==> src/at_timer_pkg.sv <==
// package: register map, field positions, reset values and timing counts
// assumes: one 250 MHz clock, byte registers in 32-bit AHB-Lite words
package at_timer_pkg;

    // ------------------------------------------------------------------
    // register indices (byte address = 4 * index)
    // ------------------------------------------------------------------
    localparam logic [7:0] IDX_TIMER_CONTROL_STATUS = 8'h0d;
    localparam logic [7:0] IDX_COUNTER_HIGH = 8'h0e;
    localparam logic [7:0] IDX_COUNTER_LOW = 8'h0f;
    localparam logic [7:0] IDX_RELOAD_HIGH = 8'h10;
    localparam logic [7:0] IDX_RELOAD_LOW = 8'h11;
    localparam logic [7:0] IDX_PWM_OUTPUT_CONTROL = 8'h12;
    localparam logic [7:0] IDX_PWM_CHANNEL_STATUS = 8'h13;
    localparam logic [7:0] IDX_DUTY_COMPARE_HIGH = 8'h17;
    localparam logic [7:0] IDX_DUTY_COMPARE_LOW = 8'h18;
    // power mode inputs gathered into one register
    localparam logic [7:0] IDX_POWER_MODE = 8'h1c;

    // ------------------------------------------------------------------
    // field positions
    // ------------------------------------------------------------------
    localparam int CSR_CLOCK_SELECT_HI = 4;
    localparam int CSR_CLOCK_SELECT_LO = 3;
    localparam int CSR_OVERFLOW_FLAG = 2;
    localparam int CSR_OVERFLOW_IRQ_ENABLE = 1;
    localparam int CSR_COMPARE_IRQ_ENABLE = 0;
    localparam int PWM_OUTPUT_CONTROL_PIN_ENABLE = 0;
    localparam int CHS_OUTPUT_POLARITY = 1;
    localparam int CHS_COMPARE_FLAG = 0;
    localparam int PM_SLOW = 0;
    localparam int PM_WAIT = 1;
    localparam int PM_ACTIVE_HALT = 2;
    localparam int PM_HALT = 3;

    // ------------------------------------------------------------------
    // reset values and encodings
    // ------------------------------------------------------------------
    localparam logic [7:0] REG_RESET = 8'h00;
    localparam logic [11:0] COUNT_RESET = 12'h000;
    localparam logic [11:0] COUNT_TOP = 12'hfff;
    localparam logic [1:0] CLK_OFF = 2'b00;
    localparam logic [1:0] CLK_LITE = 2'b01;
    localparam logic [1:0] CLK_CPU = 2'b10;

    // ------------------------------------------------------------------
    // timing
    // ------------------------------------------------------------------
    localparam int SLOW_DIVIDE = 32;
    localparam int CLOCK_MHZ = 250;
    localparam int LITE_TICK_MS = 1;
    localparam int LITE_TICK_CYCLES = LITE_TICK_MS * CLOCK_MHZ * 1000;

endpackage : at_timer_pkg

==> src/at_tick_divider.sv <==
// tick divider: one-cycle pulse every DIVIDE qualified input pulses
// assumes: single clock, input pulses already one cycle wide
`timescale 1ns/1ps
module at_tick_divider #(
    parameter int DIVIDE = 32
) (
    input wire logic hclk,
    input wire logic hresetn,
    input wire logic tick_in,
    output logic tick_out
);
    localparam int CW = $clog2(DIVIDE);
    localparam logic [CW-1:0] LAST = CW'(DIVIDE - 1);

    logic [CW-1:0] count;

    always_ff @(posedge hclk or negedge hresetn) begin
        if (!hresetn) begin
            count <= '0;
        end else if (tick_in) begin
            count <= (count == LAST) ? '0 : count + 1'b1;
        end
    end

    assign tick_out = tick_in && (count == LAST);
endmodule // at_tick_divider

==> src/at_lite_tick.sv <==
// lite-timer stand-in: 1 ms tick at the cpu clock rate, counting only while run is high
// assumes: period given in clock cycles, shortened for simulation
`timescale 1ns/1ps
module at_lite_tick #(
    parameter int PERIOD = 250000
) (
    input wire logic hclk,
    input wire logic hresetn,
    input wire logic run,
    output logic tick
);
    logic [31:0] count;

    always_ff @(posedge hclk or negedge hresetn) begin
        if (!hresetn) begin
            count <= '0;
        end else if (run) begin
            count <= (count == 32'(PERIOD - 1)) ? '0 : count + 32'h1;
        end
    end

    assign tick = run && (count == 32'(PERIOD - 1));
endmodule // at_lite_tick

==> src/autoreload_timer_pwm_compare.sv <==
// 12-bit autoreload timer with one pwm / output-compare channel
// assumes: sole AHB-Lite slave, power mode bits written by software
//
// Our own choice: the AHB-Lite slave port.
`timescale 1ns/1ps
module autoreload_timer_pwm_compare
    import at_timer_pkg::*;
#(
    parameter int LITE_PERIOD = at_timer_pkg::LITE_TICK_CYCLES
) (
    input wire logic hclk,
    input wire logic hresetn,
    input wire logic hsel,
    input wire logic [31:0] haddr,
    input wire logic [1:0] htrans,
    input wire logic hwrite,
    input wire logic [2:0] hsize,
    input wire logic [31:0] hwdata,
    input wire logic hready,
    output logic [31:0] hrdata,
    output logic hreadyout,
    output logic hresp,
    output logic pwm_output_pin,
    output logic pwm_pin_oe,
    output logic overflow_irq,
    output logic compare_irq,
    output logic wake_request
);
    import at_timer_pkg::*;

    // ------------------------------------------------------------------
    // bus slave
    // ------------------------------------------------------------------
    logic wr_pend;
    logic [7:0] wr_idx;
    logic [7:0] rd_idx;
    logic rd_now;

    function automatic logic [7:0] word_index(input logic [31:0] a);
        word_index = a[9:2];
    endfunction

    assign rd_now = hsel && hready && htrans[1] && !hwrite;
    assign rd_idx = word_index(haddr);
    assign hreadyout = 1'b1;
    assign hresp = 1'b0;

    always_ff @(posedge hclk or negedge hresetn) begin
        if (!hresetn) begin
            wr_pend <= 1'b0;
            wr_idx <= 8'h00;
        end else begin
            wr_pend <= hsel && hready && htrans[1] && hwrite;
            wr_idx <= word_index(haddr);
        end
    end

    function automatic logic wr_to(input logic [7:0] idx, input logic p,
                                   input logic [7:0] w);
        wr_to = p && (w == idx);
    endfunction

    // ------------------------------------------------------------------
    // control registers
    // ------------------------------------------------------------------
    logic [1:0] clock_select;
    logic overflow_irq_enable;
    logic compare_irq_enable;
    logic pwm_pin_enable;
    logic output_polarity;
    logic [11:0] reload_value;
    logic [11:0] duty_compare_value;
    logic [11:0] shadow;
    logic compare_locked;
    logic [3:0] power_mode;
    logic [7:0] wb;

    assign wb = hwdata[7:0];

    always_ff @(posedge hclk or negedge hresetn) begin
        if (!hresetn) begin
            clock_select <= CLK_OFF;
            overflow_irq_enable <= 1'b0;
            compare_irq_enable <= 1'b0;
        end else if (wr_to(IDX_TIMER_CONTROL_STATUS, wr_pend, wr_idx)) begin
            clock_select <= {wb[CSR_CLOCK_SELECT_HI], wb[CSR_CLOCK_SELECT_LO]};
            overflow_irq_enable <= wb[CSR_OVERFLOW_IRQ_ENABLE];
            compare_irq_enable <= wb[CSR_COMPARE_IRQ_ENABLE];
        end
    end

    always_ff @(posedge hclk or negedge hresetn) begin
        if (!hresetn) begin
            pwm_pin_enable <= 1'b0;
            output_polarity <= 1'b0;
            power_mode <= 4'h0;
        end else begin
            if (wr_to(IDX_PWM_OUTPUT_CONTROL, wr_pend, wr_idx)) begin
                pwm_pin_enable <= wb[PWM_OUTPUT_CONTROL_PIN_ENABLE];
            end
            if (wr_to(IDX_PWM_CHANNEL_STATUS, wr_pend, wr_idx)) begin
                output_polarity <= wb[CHS_OUTPUT_POLARITY];
            end
            if (wr_to(IDX_POWER_MODE, wr_pend, wr_idx)) begin
                power_mode <= wb[3:0];
            end
        end
    end

    always_ff @(posedge hclk or negedge hresetn) begin
        if (!hresetn) begin
            reload_value <= COUNT_RESET;
        end else if (wr_to(IDX_RELOAD_HIGH, wr_pend, wr_idx)) begin
            reload_value[11:8] <= wb[3:0];
        end else if (wr_to(IDX_RELOAD_LOW, wr_pend, wr_idx)) begin
            reload_value[7:0] <= wb;
        end
    end

    // high write locks compare, low write unlocks
    always_ff @(posedge hclk or negedge hresetn) begin
        if (!hresetn) begin
            duty_compare_value <= COUNT_RESET;
            compare_locked <= 1'b0;
        end else if (wr_to(IDX_DUTY_COMPARE_HIGH, wr_pend, wr_idx)) begin
            duty_compare_value[11:8] <= wb[3:0];
            compare_locked <= 1'b1;
        end else if (wr_to(IDX_DUTY_COMPARE_LOW, wr_pend, wr_idx)) begin
            duty_compare_value[7:0] <= wb;
            compare_locked <= 1'b0;
        end
    end

    // ------------------------------------------------------------------
    // counter clock
    // ------------------------------------------------------------------
    logic lite_tick;
    logic halted;
    logic src_tick;
    logic count_tick;

    at_lite_tick #(
        .PERIOD(LITE_PERIOD)
    ) u_lite (
        .hclk(hclk),
        .hresetn(hresetn),
        .run(!power_mode[PM_HALT]),
        .tick(lite_tick)
    );

    // halt always stops; active-halt unless lite and ovf irq
    assign halted = power_mode[PM_HALT] || (power_mode[PM_ACTIVE_HALT] &&
        !(clock_select == CLK_LITE && overflow_irq_enable));

    always_comb begin
        case (clock_select)
            CLK_LITE: src_tick = lite_tick;
            CLK_CPU: src_tick = 1'b1;
            default: src_tick = 1'b0;
        endcase
    end

    logic slow_tick;

    at_tick_divider #(
        .DIVIDE(SLOW_DIVIDE)
    ) u_slow (
        .hclk(hclk),
        .hresetn(hresetn),
        .tick_in(src_tick && !halted),
        .tick_out(slow_tick)
    );

    assign count_tick = !halted &&
        (power_mode[PM_SLOW] ? slow_tick : src_tick);

    // ------------------------------------------------------------------
    // counter, shadow, flags
    // ------------------------------------------------------------------
    logic [11:0] up_counter;
    logic wrap;
    logic [11:0] match_ref;
    logic match;
    logic at_match;
    logic overflow_flag;
    logic compare_flag;
    logic [3:0] high_latch;

    assign wrap = count_tick && (up_counter == COUNT_TOP);

    always_ff @(posedge hclk or negedge hresetn) begin
        if (!hresetn) begin
            up_counter <= COUNT_RESET;
        end else if (count_tick) begin
            up_counter <= wrap ? reload_value : up_counter + 12'h001;
        end
    end

    always_ff @(posedge hclk or negedge hresetn) begin
        if (!hresetn) begin
            shadow <= COUNT_RESET;
        end else if (wrap) begin
            shadow <= duty_compare_value;
        end
    end

    assign match_ref = pwm_pin_enable ? shadow : duty_compare_value;
    assign at_match = !compare_locked &&
        (match_ref != COUNT_RESET) && (up_counter == match_ref);
    assign match = count_tick && at_match;

    // set on wrap, next count tick or read clears; set wins
    always_ff @(posedge hclk or negedge hresetn) begin
        if (!hresetn) begin
            overflow_flag <= 1'b0;
        end else if (wrap) begin
            overflow_flag <= 1'b1;
        end else if (count_tick ||
                     (rd_now && rd_idx == IDX_TIMER_CONTROL_STATUS)) begin
            overflow_flag <= 1'b0;
        end
    end

    always_ff @(posedge hclk or negedge hresetn) begin
        if (!hresetn) begin
            compare_flag <= 1'b0;
        end else if (match) begin
            compare_flag <= 1'b1;
        end else if (rd_now && rd_idx == IDX_PWM_CHANNEL_STATUS) begin
            compare_flag <= 1'b0;
        end
    end

    // latch upper bits on low read
    always_ff @(posedge hclk or negedge hresetn) begin
        if (!hresetn) begin
            high_latch <= 4'h0;
        end else if (rd_now && rd_idx == IDX_COUNTER_LOW) begin
            high_latch <= up_counter[11:8];
        end
    end

    // ------------------------------------------------------------------
    // pwm output and interrupts
    // ------------------------------------------------------------------
    logic pwm_level;

    // high on overflow, low on match
    always_ff @(posedge hclk or negedge hresetn) begin
        if (!hresetn) begin
            pwm_level <= 1'b0;
        end else if (wrap) begin
            pwm_level <= 1'b1;
        end else if (match && pwm_pin_enable) begin
            pwm_level <= 1'b0;
        end
    end

    always_ff @(posedge hclk or negedge hresetn) begin
        if (!hresetn) begin
            pwm_output_pin <= 1'b0;
        end else begin
            // inactive already while the counter sits on the match value: low, or high with output_polarity set
            pwm_output_pin <= pwm_pin_enable &&
                ((pwm_level && !at_match) ^ output_polarity);
        end
    end

    assign pwm_pin_oe = pwm_pin_enable;

    assign overflow_irq = overflow_flag && overflow_irq_enable;
    assign compare_irq = compare_flag && compare_irq_enable;

    assign wake_request = !power_mode[PM_HALT] &&
        ((power_mode[PM_WAIT] && (overflow_irq || compare_irq)) ||
         (power_mode[PM_ACTIVE_HALT] && overflow_irq &&
          clock_select == CLK_LITE));

    // ------------------------------------------------------------------
    // read data
    // ------------------------------------------------------------------
    logic [7:0] rd_byte;

    always_comb begin
        rd_byte = 8'h00;
        if (rd_idx == IDX_TIMER_CONTROL_STATUS) begin
            rd_byte = {3'b000, clock_select, overflow_flag,
                       overflow_irq_enable, compare_irq_enable};
        end else if (rd_idx == IDX_COUNTER_HIGH) begin
            rd_byte = {4'h0, high_latch};
        end else if (rd_idx == IDX_COUNTER_LOW) begin
            rd_byte = up_counter[7:0];
        end else if (rd_idx == IDX_RELOAD_HIGH) begin
            rd_byte = {4'h0, reload_value[11:8]};
        end else if (rd_idx == IDX_RELOAD_LOW) begin
            rd_byte = reload_value[7:0];
        end else if (rd_idx == IDX_PWM_OUTPUT_CONTROL) begin
            rd_byte = {7'h00, pwm_pin_enable};
        end else if (rd_idx == IDX_PWM_CHANNEL_STATUS) begin
            rd_byte = {6'h00, output_polarity, compare_flag};
        end else if (rd_idx == IDX_DUTY_COMPARE_HIGH) begin
            rd_byte = {4'h0, duty_compare_value[11:8]};
        end else if (rd_idx == IDX_DUTY_COMPARE_LOW) begin
            rd_byte = duty_compare_value[7:0];
        end else if (rd_idx == IDX_POWER_MODE) begin
            rd_byte = {4'h0, power_mode};
        end
    end

    always_ff @(posedge hclk or negedge hresetn) begin
        if (!hresetn) begin
            hrdata <= 32'h0000_0000;
        end else if (rd_now) begin
            hrdata <= {24'h00_0000, rd_byte};
        end
    end

    // ------------------------------------------------------------------
    // assertions
    // ------------------------------------------------------------------
    property p_zero_no_match;
        @(posedge hclk) disable iff (!hresetn)
        (match_ref == COUNT_RESET) |-> !match;
    endproperty
    a_zero_no_match: assert property (p_zero_no_match)
        else $error("compare matched a zero value");

    property p_wrap_reload;
        @(posedge hclk) disable iff (!hresetn)
        wrap |=> (up_counter == $past(reload_value));
    endproperty
    a_wrap_reload: assert property (p_wrap_reload)
        else $error("counter did not reload on wrap");

    property p_ovf_set;
        @(posedge hclk) disable iff (!hresetn)
        wrap |=> overflow_flag;
    endproperty
    a_ovf_set: assert property (p_ovf_set)
        else $error("overflow flag not set on wrap");

    property p_shadow_copy;
        @(posedge hclk) disable iff (!hresetn)
        wrap |=> (shadow == $past(duty_compare_value));
    endproperty
    a_shadow_copy: assert property (p_shadow_copy)
        else $error("shadow not updated on overflow");

    property p_locked;
        @(posedge hclk) disable iff (!hresetn)
        compare_locked |-> !match;
    endproperty
    a_locked: assert property (p_locked)
        else $error("match while compare locked");

    property p_cmp_set;
        @(posedge hclk) disable iff (!hresetn)
        match |=> compare_flag;
    endproperty
    a_cmp_set: assert property (p_cmp_set)
        else $error("compare flag not set on match");

    property p_halt_stop;
        @(posedge hclk) disable iff (!hresetn)
        power_mode[PM_HALT] |=> $stable(up_counter);
    endproperty
    a_halt_stop: assert property (p_halt_stop)
        else $error("counter moved in halt");

    property p_pin_off;
        @(posedge hclk) disable iff (!hresetn)
        !pwm_pin_enable ##1 !pwm_pin_enable |-> !pwm_output_pin;
    endproperty
    a_pin_off: assert property (p_pin_off)
        else $error("pwm pin driven while disabled");

    property p_irq_gate;
        @(posedge hclk) disable iff (!hresetn)
        overflow_irq |-> overflow_irq_enable && overflow_flag;
    endproperty
    a_irq_gate: assert property (p_irq_gate)
        else $error("overflow irq without enable");

endmodule // autoreload_timer_pwm_compare

==> config.mk <==
export PLATFORM = sky130hd
export DESIGN_NAME = autoreload_timer_pwm_compare
export DESIGN_NICKNAME = d
export VERILOG_FILES = /design/src/at_timer_pkg.sv /design/src/at_tick_divider.sv /design/src/at_lite_tick.sv /design/src/autoreload_timer_pwm_compare.sv
export SDC_FILE = /design/constraint.sdc
export NUM_CORES = 1
export LEC_CHECK = 0
export ABC_AREA = 0
export BUFFER_PORTS_ARGS = -buffer_cell sky130_fd_sc_hd__buf_4
export CAP_MARGIN = 15
export CORE_ASPECT_RATIO = 0.9
export CORE_MARGIN = 5
export CORE_UTILIZATION = 50
export CTS_BUF_LIST = sky130_fd_sc_hd__clkbuf_8
export DETAILED_ROUTE_END_ITERATION = 8
export PLACE_DENSITY = 0.81
export SLEW_MARGIN = 10
export SYNTH_ARGS = -nofsm -noshare
export SYNTH_HDL_FRONTEND = slang
export SYNTH_HIERARCHICAL = 1
export SYNTH_SLANG_ARGS = --single-unit
==> constraint.sdc <==
create_clock -name hclk -period 3.3 [get_ports hclk]
set_input_delay 0.495 -clock hclk [delete_from_list [all_inputs] [get_ports hclk]]
set_output_delay 0.495 -clock hclk [all_outputs]
set_load 0.02 [all_outputs]
Yosys cells after proc, flatten, opt, wreduce, memory -nomap -nowiden
Index checks and enable logic that the tools add are counted.
{ "totals": {"ff_bits": 121, "latchBits": 0, "ramBits": 0, "mem_bits_ro": 0, "out_inout_bits": 39, "elab_cells": 128, "memories": 0} }
{ "classes": {"n_addsub": 3, "mul": 0, "div": 0, "order_cmp": 0, "n_eq_ne": 24, "n_shift": 0, "mux": 24, "n_bitwise": 3, "reduce_logical": 51} }
{ "op_table": {"columns": ["cell", "n"], "rows": [
  ["$eq 8x5->1 const B", 14],
  ["$mux 8", 9],
  ["$logic_and 1x1->1", 34],
  ["$add 32x1->32 const B", 1],
  ["$eq 32x18->1 const B", 1],
  ["$eq 8x4->1 const B", 4],
  ["$mux 32", 1],
  ["$mux 12", 2],
  ["$add 12x1->12 const B", 1],
  ["$eq 12x12->1", 1],
  ["$eq 12x12->1 const B", 1],
  ["$reduce_bool 12->1", 1],
  ["$mux 1", 9],
  ["$reduce_bool 2->1", 4],
  ["$logic_not 1->1", 6],
  ["$add 5x1->5 const B", 1],
  ["$eq 5x5->1 const B", 1],
  ["$mux 5", 1],
  ["$logic_or 1x1->1", 4],
  ["$mux 4", 1],
  ["$reduce_and 2->1", 2],
  ["$eq 2x1->1 const B", 1],
  ["$eq 2x2->1 const B", 1],
  ["$not 1->1", 2],
  ["other kinds (2)", 2]
]} }

Longest topological paths before layout
Gate-level depths: netlist of the first run.
{ "logic_depth": {"depth_word": 14, "ltp_mapped": 16, "ltp_nobuf": 13} }

Hierarchy
The synthesis of the first run kept the hierarchy.
{ "by_module_without_submodules": {"columns": ["mod", "n_inst", "cells_each", "area_each_um2", "seq_area_each_um2"], "rows": [
  ["autoreload_timer_pwm_compare", 1, 440, 4516.8, 2102.0],
  ["at_lite_tick", 1, 157, 1639.1, 800.8],
  ["at_tick_divider", 1, 22, 267.8, 125.1]
]} }

Worst setup path before layout of the first run
OpenSTA, ideal clock, no wires.
{ "synth_path": {"path_kind": "reg-to-reg", "from": "register u_lite.count[23]", "to": "register shadow[10]", "setup_time_ns": 0.125, "arrival_time_ns": 3.356, "path_slack_ns": -0.181, "stages_incl_launch_ff": 15, "n_path_buf": 3, "path_cell_list": "dfrtp_1 > or4b_1 > or3_1 > nor4_4 > a21oi_1 > nor3b_1 > buf_4 > and2_1 > nand2_1 > o31ai_1 > and2_1 > buf_2 > nand3_1 > buf_2 > mux2_2"} }
{ "synth_via": {"elab_chain_cells": 8} }
{ "synth_lines": {"columns": ["element", "line", "source"], "rows": [
  ["start, declared", "at_lite_tick.sv:12", "logic [31:0] count;"],
  ["start signal, assigned", "at_lite_tick.sv:18", "count <= (count == 32'(PERIOD - 1)) ? '0 : count + 32'h1;"],
  ["$eq 32x18->1", "at_lite_tick.sv:22", "assign tick = run && (count == 32'(PERIOD - 1));"],
  ["$logic_and 1x1->1", "at_lite_tick.sv:22", null],
  ["via lite_tick", "autoreload_timer_pwm_compare.sv:137", "logic lite_tick;"],
  ["$pmux 1 s2", "autoreload_timer_pwm_compare.sv:156", "case (clock_select)"],
  ["$logic_and 1x1->1", "autoreload_timer_pwm_compare.sv:170", ".tick_in(src_tick && !halted),"],
  ["$logic_and 1x1->1", "at_tick_divider.sv:25", "assign tick_out = tick_in && (count == LAST);"],
  ["via slow_tick", "autoreload_timer_pwm_compare.sv:163", "logic slow_tick;"],
  ["$mux 1", "autoreload_timer_pwm_compare.sv:175", "(power_mode[PM_SLOW] ? slow_tick : src_tick);"],
  ["$logic_and 1x1->1", "autoreload_timer_pwm_compare.sv:174", "assign count_tick = !halted &&"],
  ["$logic_and 1x1->1", "autoreload_timer_pwm_compare.sv:189", "assign wrap = count_tick && (up_counter == COUNT_TOP);"],
  ["end signal, assigned", "autoreload_timer_pwm_compare.sv:203", "shadow <= duty_compare_value;"],
  ["end, declared", "autoreload_timer_pwm_compare.sv:73", "logic [11:0] shadow;"]
]} }
The timed path passes the listed nets, and every way through them passes these cells.
A chain may end at the register's enable or synchronous reset.

Worst setup path after layout of the first run
{ "layout_path": {"from": "register u_lite.count[21]", "to": "register shadow[8]"} }
Same word-level chain as after synthesis.

==> results.sh, run 1 <==
export IMPL_largest_net_degree_at_the_start_of_global_routing=60
export IMPL_number_of_flops_mapped_to_enable_cells_by_yosys=0
export IMPL_max_clock_path_buffers=2
export IMPL_final_setup_tns_ns=0
export IMPL_final_period_utilization=0.958
export IMPL_first_pass_grt_wire_length_um=25400
export IMPL_global_route_overflow_total=0
export IMPL_cts_num_sinks=121
export IMPL_final_layout_size_suffix_gt1_frac=0.219
export IMPL_max_slew_worst_pin_slew_ns=0.909
export IMPL_relSlewSlack=0.388
export IMPL_cts_max_level=4
export IMPL_top_level_ports=113
export IMPL_yosysWarnings=6
export IMPL_drv_max_cap_violation_count=0
export IMPL_synth_cells=619
export IMPL_maximum_clock_skew_at_final_layout_ns=0.0146
export IMPL_synth_largest_type_area_fraction=0.471
export IMPL_routabilityCongestion=0.889
export IMPL_end_kind="register"
export IMPL_antenna_found_initial=1
export IMPL_clock_root_buffer="clkbuf_8"
export IMPL_clk_insertion_delay_late_ns=0.44
export IMPL_tritoncts_clock_tree="built"
export IMPL_postSynthRegisterBits=121
export IMPL_fin_nets=747
export IMPL_final_hold_vios=0
export IMPL_worst_setup_path_type="reg -> reg"
export IMPL_grt_util_all_layers=0.211
export IMPL_viasPerCell=5.91
export IMPL_total_wire_length_um=15500
export IMPL_first_global_vias=5160
export IMPL_cell_area_after_synthesis_sq_mm=0.00642
export IMPL_yosys_cell_count_top_type="dfrtp_1"
export IMPL_placed_area_sq_mm=0.00681
export IMPL_leakage_nw=3.24
export IMPL_worst_case_vdd_ir_drop_mv=0.317
export IMPL_avgRoutedWirePerCell_um=18.4
export IMPL_postRouteAntennaNets=0
export IMPL_final_critical_period_ns=3.16
export IMPL_yosysSeqAreaShare=0.471
export IMPL_postLayoutSetupSlackWorst_ns=0.138
export IMPL_io_buffer_count=34
export IMPL_std_cell_rows=39
export IMPL_cellPowerDensity_mw_per_mm2=458
export IMPL_numCtsBuffers=17
export IMPL_first_pass_iters=5
export IMPL_die_width_um=129
export IMPL_synthFlopType="dfrtp_1"
export IMPL_avg_cell_area_syn_sq_um=10.4
export IMPL_fmaxAchievable_mhz=316
export IMPL_netlist_top_cells_area="dfrtp_1, mux2_2, buf_4"
export IMPL_outcome="finished clean"
export IMPL_cts_hold_repair_buffers=0
export IMPL_coreArea_sq_mm=0.0126
export IMPL_worstPathCellList="or4b_1 -> or3_4 -> nor4_4 -> a21oi_1 -> nor3b_2 -> and2_1 -> nand2_1 -> o31ai_1 -> and2_2 -> nand3_2 -> mux2_2"
export IMPL_hpwlAfterDp_um=11400
export IMPL_antenna_cells_inserted=0
export IMPL_clkSlewWorstSetupHoldPaths_ns=0.07
export IMPL_worst_path_max_fanout=8
export IMPL_post_synth_top_area_cell="dfrtp_1"
export IMPL_setup_violations=0
export IMPL_library_cells_used_by_synthesis=70
export IMPL_timing_final_max_slew_violations=0
export IMPL_cp_top_family="simple AND/OR/NAND/NOR gates"
export IMPL_place_ws_ns=0.0806
export IMPL_initial_utilization=0.508
export IMPL_via_count=4980
export IMPL_drt_drc_violations_left=0
export IMPL_dieHeight_um=118
export IMPL_critical_path_startpoint_type="register"
export IMPL_worst_path_largest_cell_delay_ns=0.55
export IMPL_place_inst=810
export IMPL_finalInstanceArea_sq_mm=0.00726
export IMPL_worstPathBufferInverterCount=0
export IMPL_area_delta_synth_final_pct=13.1
export IMPL_fillers=1099
export IMPL_post_synth_most_frequent_cells="dfrtp_1, nand2_1, mux2_2"
export IMPL_worstPathArrival_ns=3.48
export IMPL_critical_path_slowest_cell="or4b_1"
export IMPL_fin_cells=843
export IMPL_synth_async_reset_ratio=1.00
export IMPL_cp_required_ns=3.62
export IMPL_total_power_w=0.00333
export IMPL_drc_marker_count_from_the_first_detailed_route_iteration=372
export IMPL_die_area_sq_mm=0.0152
export IMPL_worst_hold_path_type="in -> async"
[cells in the final DEF, fill, tap and decap left out, types with 5 or more instances in the layout]
cell,instances
conb_1,26
mux2_2,49
ha_1,6
nor3b_1,5
nand4_1,15
nor4_1,10
or3_1,6
nor2_1,39
clkbuf_8,19
inv_1,25
and2_1,7
and3_1,13
a22oi_1,6
mux2i_1,15
nand2_1,53
a21oi_1,21
o21ai_0,24
nor3_1,14
and4_1,9
a31oi_1,9
nand3_1,23
buf_4,50
xnor2_1,24
xor2_1,14
dfrtp_1,121
[registers in the layout, indices dropped and copies added (netlist names), 2 cells and up]
signal / count
u_lite/count: 32
wr_idx: 8
u_slow/count: 5
shadow: 12
clock_select: 2
hrdata: 8
duty_compare_value: 12
power_mode: 4
high_latch: 4
reload_value: 12
up_counter: 12
[kinds of logic (layout without fill, tap and decap cells)]
logic type,after synthesis,count (layout),synth area share
DFF,121,121,0.471
buffers and inverters,66,101,0.0569
other,2,26,0.00117
AOI/OAI and AO/OA,94,94,0.0958
muxes,66,66,0.115
xor gates and xnor gates,38,38,0.0518
adders and majority gates,6,6,0.0117
and+or+nand+nor,226,227,0.196
[cell type report]
cell class	count	area, sq um	share of cell area
multi-input combinational	457	3160	0.435
sequential	121	3030	0.417
timing repair buffer	50	375	0.0517
clock buffer	19	262	0.0360
tap	164	205	0.0282
clock inverter	12	160	0.0220
inverter	20	75.1	0.0103
[routing by layer]
layer	global-route usage	routed length, um
met1	0.261	6450
met3	0.0631	925
met2	0.348	7750
met4	0.0786	396
met5	0	13
[power breakdown]
part | total, W | internal (W) | switching [W]
Sequential | 0.00161 | 0.00155 | 0.0000645
Clock | 0.00141 | 0.000845 | 0.000564
Combinational | 0.000309 | 0.000116 | 0.000192
Total | 0.00333 | 0.00251 | 0.000820
[final timing paths]
check | from | endpoint | slack [ns] | cells past startpoint
max | u_lite/count[21] | shadow[8] | 0.14 | 11
min | hresetn | u_lite/count[15] | 0.12 | 1
max reg2reg | u_lite/count[21] | shadow[8] | 0.14 | 11
min reg2reg | u_lite/count[31] | u_lite/count[31] | 0.48 | 1
max in group asynchronous | hresetn | high_latch[1] | 2.35 | 2
min in group hclk | haddr[8] | wr_idx[6] | 0.17 | 1
[what timing repair did]
item,in CTS,in global routing
buffers inserted,0,1
endpoints found under the setup margin,0,17
hold endpoints to repair,0,0
resized for setup,0,5
[metrics by stage]
stage	utilization	hold WS, ns
floorplan	-	0.199
global placement	0.539	0.469
detailed placement	0.539	0.474
CTS	0.572	0.136
global route	0.575	0.137
finish	0.575	0.121
(Power assumes the default switching activity.)
==> run 2, diff against run 1 <==
CORE_UTILIZATION = 45   (was 50)
PLACE_DENSITY = 0.75   (was 0.81)
==> results.sh, run 2 (synthesis gave the netlist of run 1 again) <==
export IMPL_drc_marker_count_from_the_first_detailed_route_iteration=428
export IMPL_worst_path_max_fanout=8
export IMPL_initial_utilization=0.459
export IMPL_critical_path_slowest_cell="or4b_1"
export IMPL_via_count=4965
export IMPL_worst_hold_path_type="in -> async"
export IMPL_top_layer="met4"
export IMPL_first_pass_iters=5
export IMPL_numCtsBuffers=17
export IMPL_clock_root_buffer="clkbuf_8"
export IMPL_cellPowerDensity_mw_per_mm2=452
export IMPL_setup_violations=0
export IMPL_leakage_nw=3.22
export IMPL_worst_case_vdd_ir_drop_mv=0.301
export IMPL_viasPerCell=5.69
export IMPL_routabilityCongestion=0.923
export IMPL_critical_path_startpoint_type="register"
export IMPL_std_cell_rows=41
export IMPL_outcome="finished clean"
export IMPL_postRouteAntennaNets=0
export IMPL_most_common_library_cell_in_the_layout_ignoring_fill_and_taps="dfrtp_1"
export IMPL_final_setup_tns_ns=0
export IMPL_worst_hold_slack_ns=0.152
export IMPL_final_period_utilization=0.955
export IMPL_drt_drc_violations_left=0
export IMPL_hpwlAfterDp_um=11200
export IMPL_die_width_um=136
export IMPL_antenna_cells_inserted=0
export IMPL_worst_setup_path_type="reg -> reg"
export IMPL_routed_wl_met3_um=801
export IMPL_final_core_utilization=0.520
export IMPL_max_slew_worst_pin_slew_ns=0.960
export IMPL_drv_max_cap_violation_count=0
export IMPL_coreArea_sq_mm=0.0140
export IMPL_cts_hold_repair_buffers=0
export IMPL_grt_util_all_layers=0.195
export IMPL_total_wire_length_um=15500
export IMPL_largest_net_degree_at_the_start_of_global_routing=66
export IMPL_worst_path_largest_cell_delay_ns=0.56
export IMPL_area_delta_synth_final_pct=13.4
export IMPL_timing_rr_end="shadow[8]"
export IMPL_final_critical_period_ns=3.15
export IMPL_fmaxAchievable_mhz=317
export IMPL_relSlewSlack=0.354
export IMPL_met2RoutedLength_um=7690
export IMPL_worstPathCellList="or4b_1 -> or3_1 -> nor4_4 -> a21oi_1 -> nor3b_2 -> and2_1 -> nand2_1 -> o31ai_1 -> and2_2 -> nand3_2 -> mux2_2"
export IMPL_timing_final_max_slew_violations=0
export IMPL_end_kind="register"
export IMPL_routedLengthMet1_um=6660
export IMPL_dieHeight_um=123
export IMPL_final_hold_vios=0
export IMPL_r2r_slack_ns=0.15
export IMPL_final_layout_size_suffix_gt1_frac=0.225
export IMPL_timing_rr_start="u_lite/count[23]"
export IMPL_io_buffer_count=34
export IMPL_fillers=1239
export IMPL_cts_num_sinks=121
export IMPL_most_common_layout_cells="dfrtp_1, nand2_1, buf_4"
export IMPL_cts_max_level=4
export IMPL_first_global_vias=5039
export IMPL_max_clock_path_buffers=2
export IMPL_cp_required_ns=3.62
export IMPL_largest_register_ff_count=32
export IMPL_global_route_overflow_total=0
export IMPL_avgRoutedWirePerCell_um=17.8
export IMPL_clk_insertion_delay_late_ns=0.44
export IMPL_setup_repair_after_global_routing_missed_its_margin="false"
export IMPL_worstPathArrival_ns=3.47
export IMPL_maximum_clock_skew_at_final_layout_ns=0.0127
export IMPL_tritoncts_clock_tree="built"
export IMPL_die_area_sq_mm=0.0168
export IMPL_fin_nets=747
export IMPL_r2r_worst_path_cells=11
export IMPL_top_register="u_lite/count"
export IMPL_top_level_ports=113
export IMPL_clkSlewWorstSetupHoldPaths_ns=0.08
export IMPL_antenna_found_initial=0
export IMPL_first_pass_grt_wire_length_um=25500
-- run 2: cell types whose count changed in the layout (fill, tap and decap cells not counted) --
cell        previous run  this run
nor2_2                 2         1
clkinv_2               1         2
dfrtp_1              121       120
nor2_1                39        40
clkinv_4               1         5
or3_4                  1         0
clkinvlp_4             1         3
clkbuf_8              19        17
or3_1                  6         7
inv_6                  0         1
inv_1                 25        21
dfrtp_2                0         1
bufinv_16              4         3
-- run 2: worst max-delay path by stage --
stage / startpoint / endpoint / slack (ns) / depth (start not counted)
6_report: u_lite/count[23] / shadow[8] / 0.15 / 11
5_1_grt: u_lite/count[23] / up_counter[4] / 0.006 / 12
3_3_place_gp: u_lite/count[23] / shadow[9] / 0.14 / 11
4_1_cts: u_lite/count[23] / shadow[6] / 0.09 / 11
2_1_floorplan: u_lite/count[23] / shadow[10] / 0.04 / 14
3_5_place_dp: u_lite/count[23] / shadow[9] / 0.12 / 11
-- run 2: repair_timing --
item,4_1_cts,5_1_grt
buffers inserted,0,1
setup endpoints to repair,0,17
gates resized for setup,0,4
-- run 2: critical path, delay by kind of cell, from the launching register on --
kind	cells	cell delay (ns)
DFF	1	0.38
AOI/OAI and AO/OA	2	0.24
and+or+nand+nor	8	2.06
muxes	1	0.35
-- run 2: area by class of cell --
class	instances	area [sq um]	share of cell area
multi-input cells	457	3150	0.433
flip-flops and latches	121	3030	0.416
repair buffers	50	375	0.0515
well taps	193	241	0.0331
clock buffers	17	234	0.0321
clock inverters	15	179	0.0246
inverters	20	75.1	0.0103
-- run 2: power by group --
part	total, W	internal, W	switching [W]
Combinational	0.000306	0.000116	0.000190
Clock	0.00138	0.000747	0.000629
Sequential	0.00161	0.00155	0.0000633
-- run 2: per-layer routing --
metal	vias to the layer above	global-route usage
met5	-	0
met2	175	0.332
li1	2303	-
met3	29	0.0452
met1	2458	0.248
met4	0	0.0630
-- run 2: per-stage QoR --
step	std cells	setup WS (ns)	total power, W	instance area (sq um)
floorplan	643	0.0351	0.00182	6530
global placement	839	0.137	0.00193	6850
detailed placement	839	0.116	0.00194	6850
CTS	871	0.0859	0.00332	7260
global route	873	0.00644	0.00343	7290
finish	873	0.147	0.00329	7290
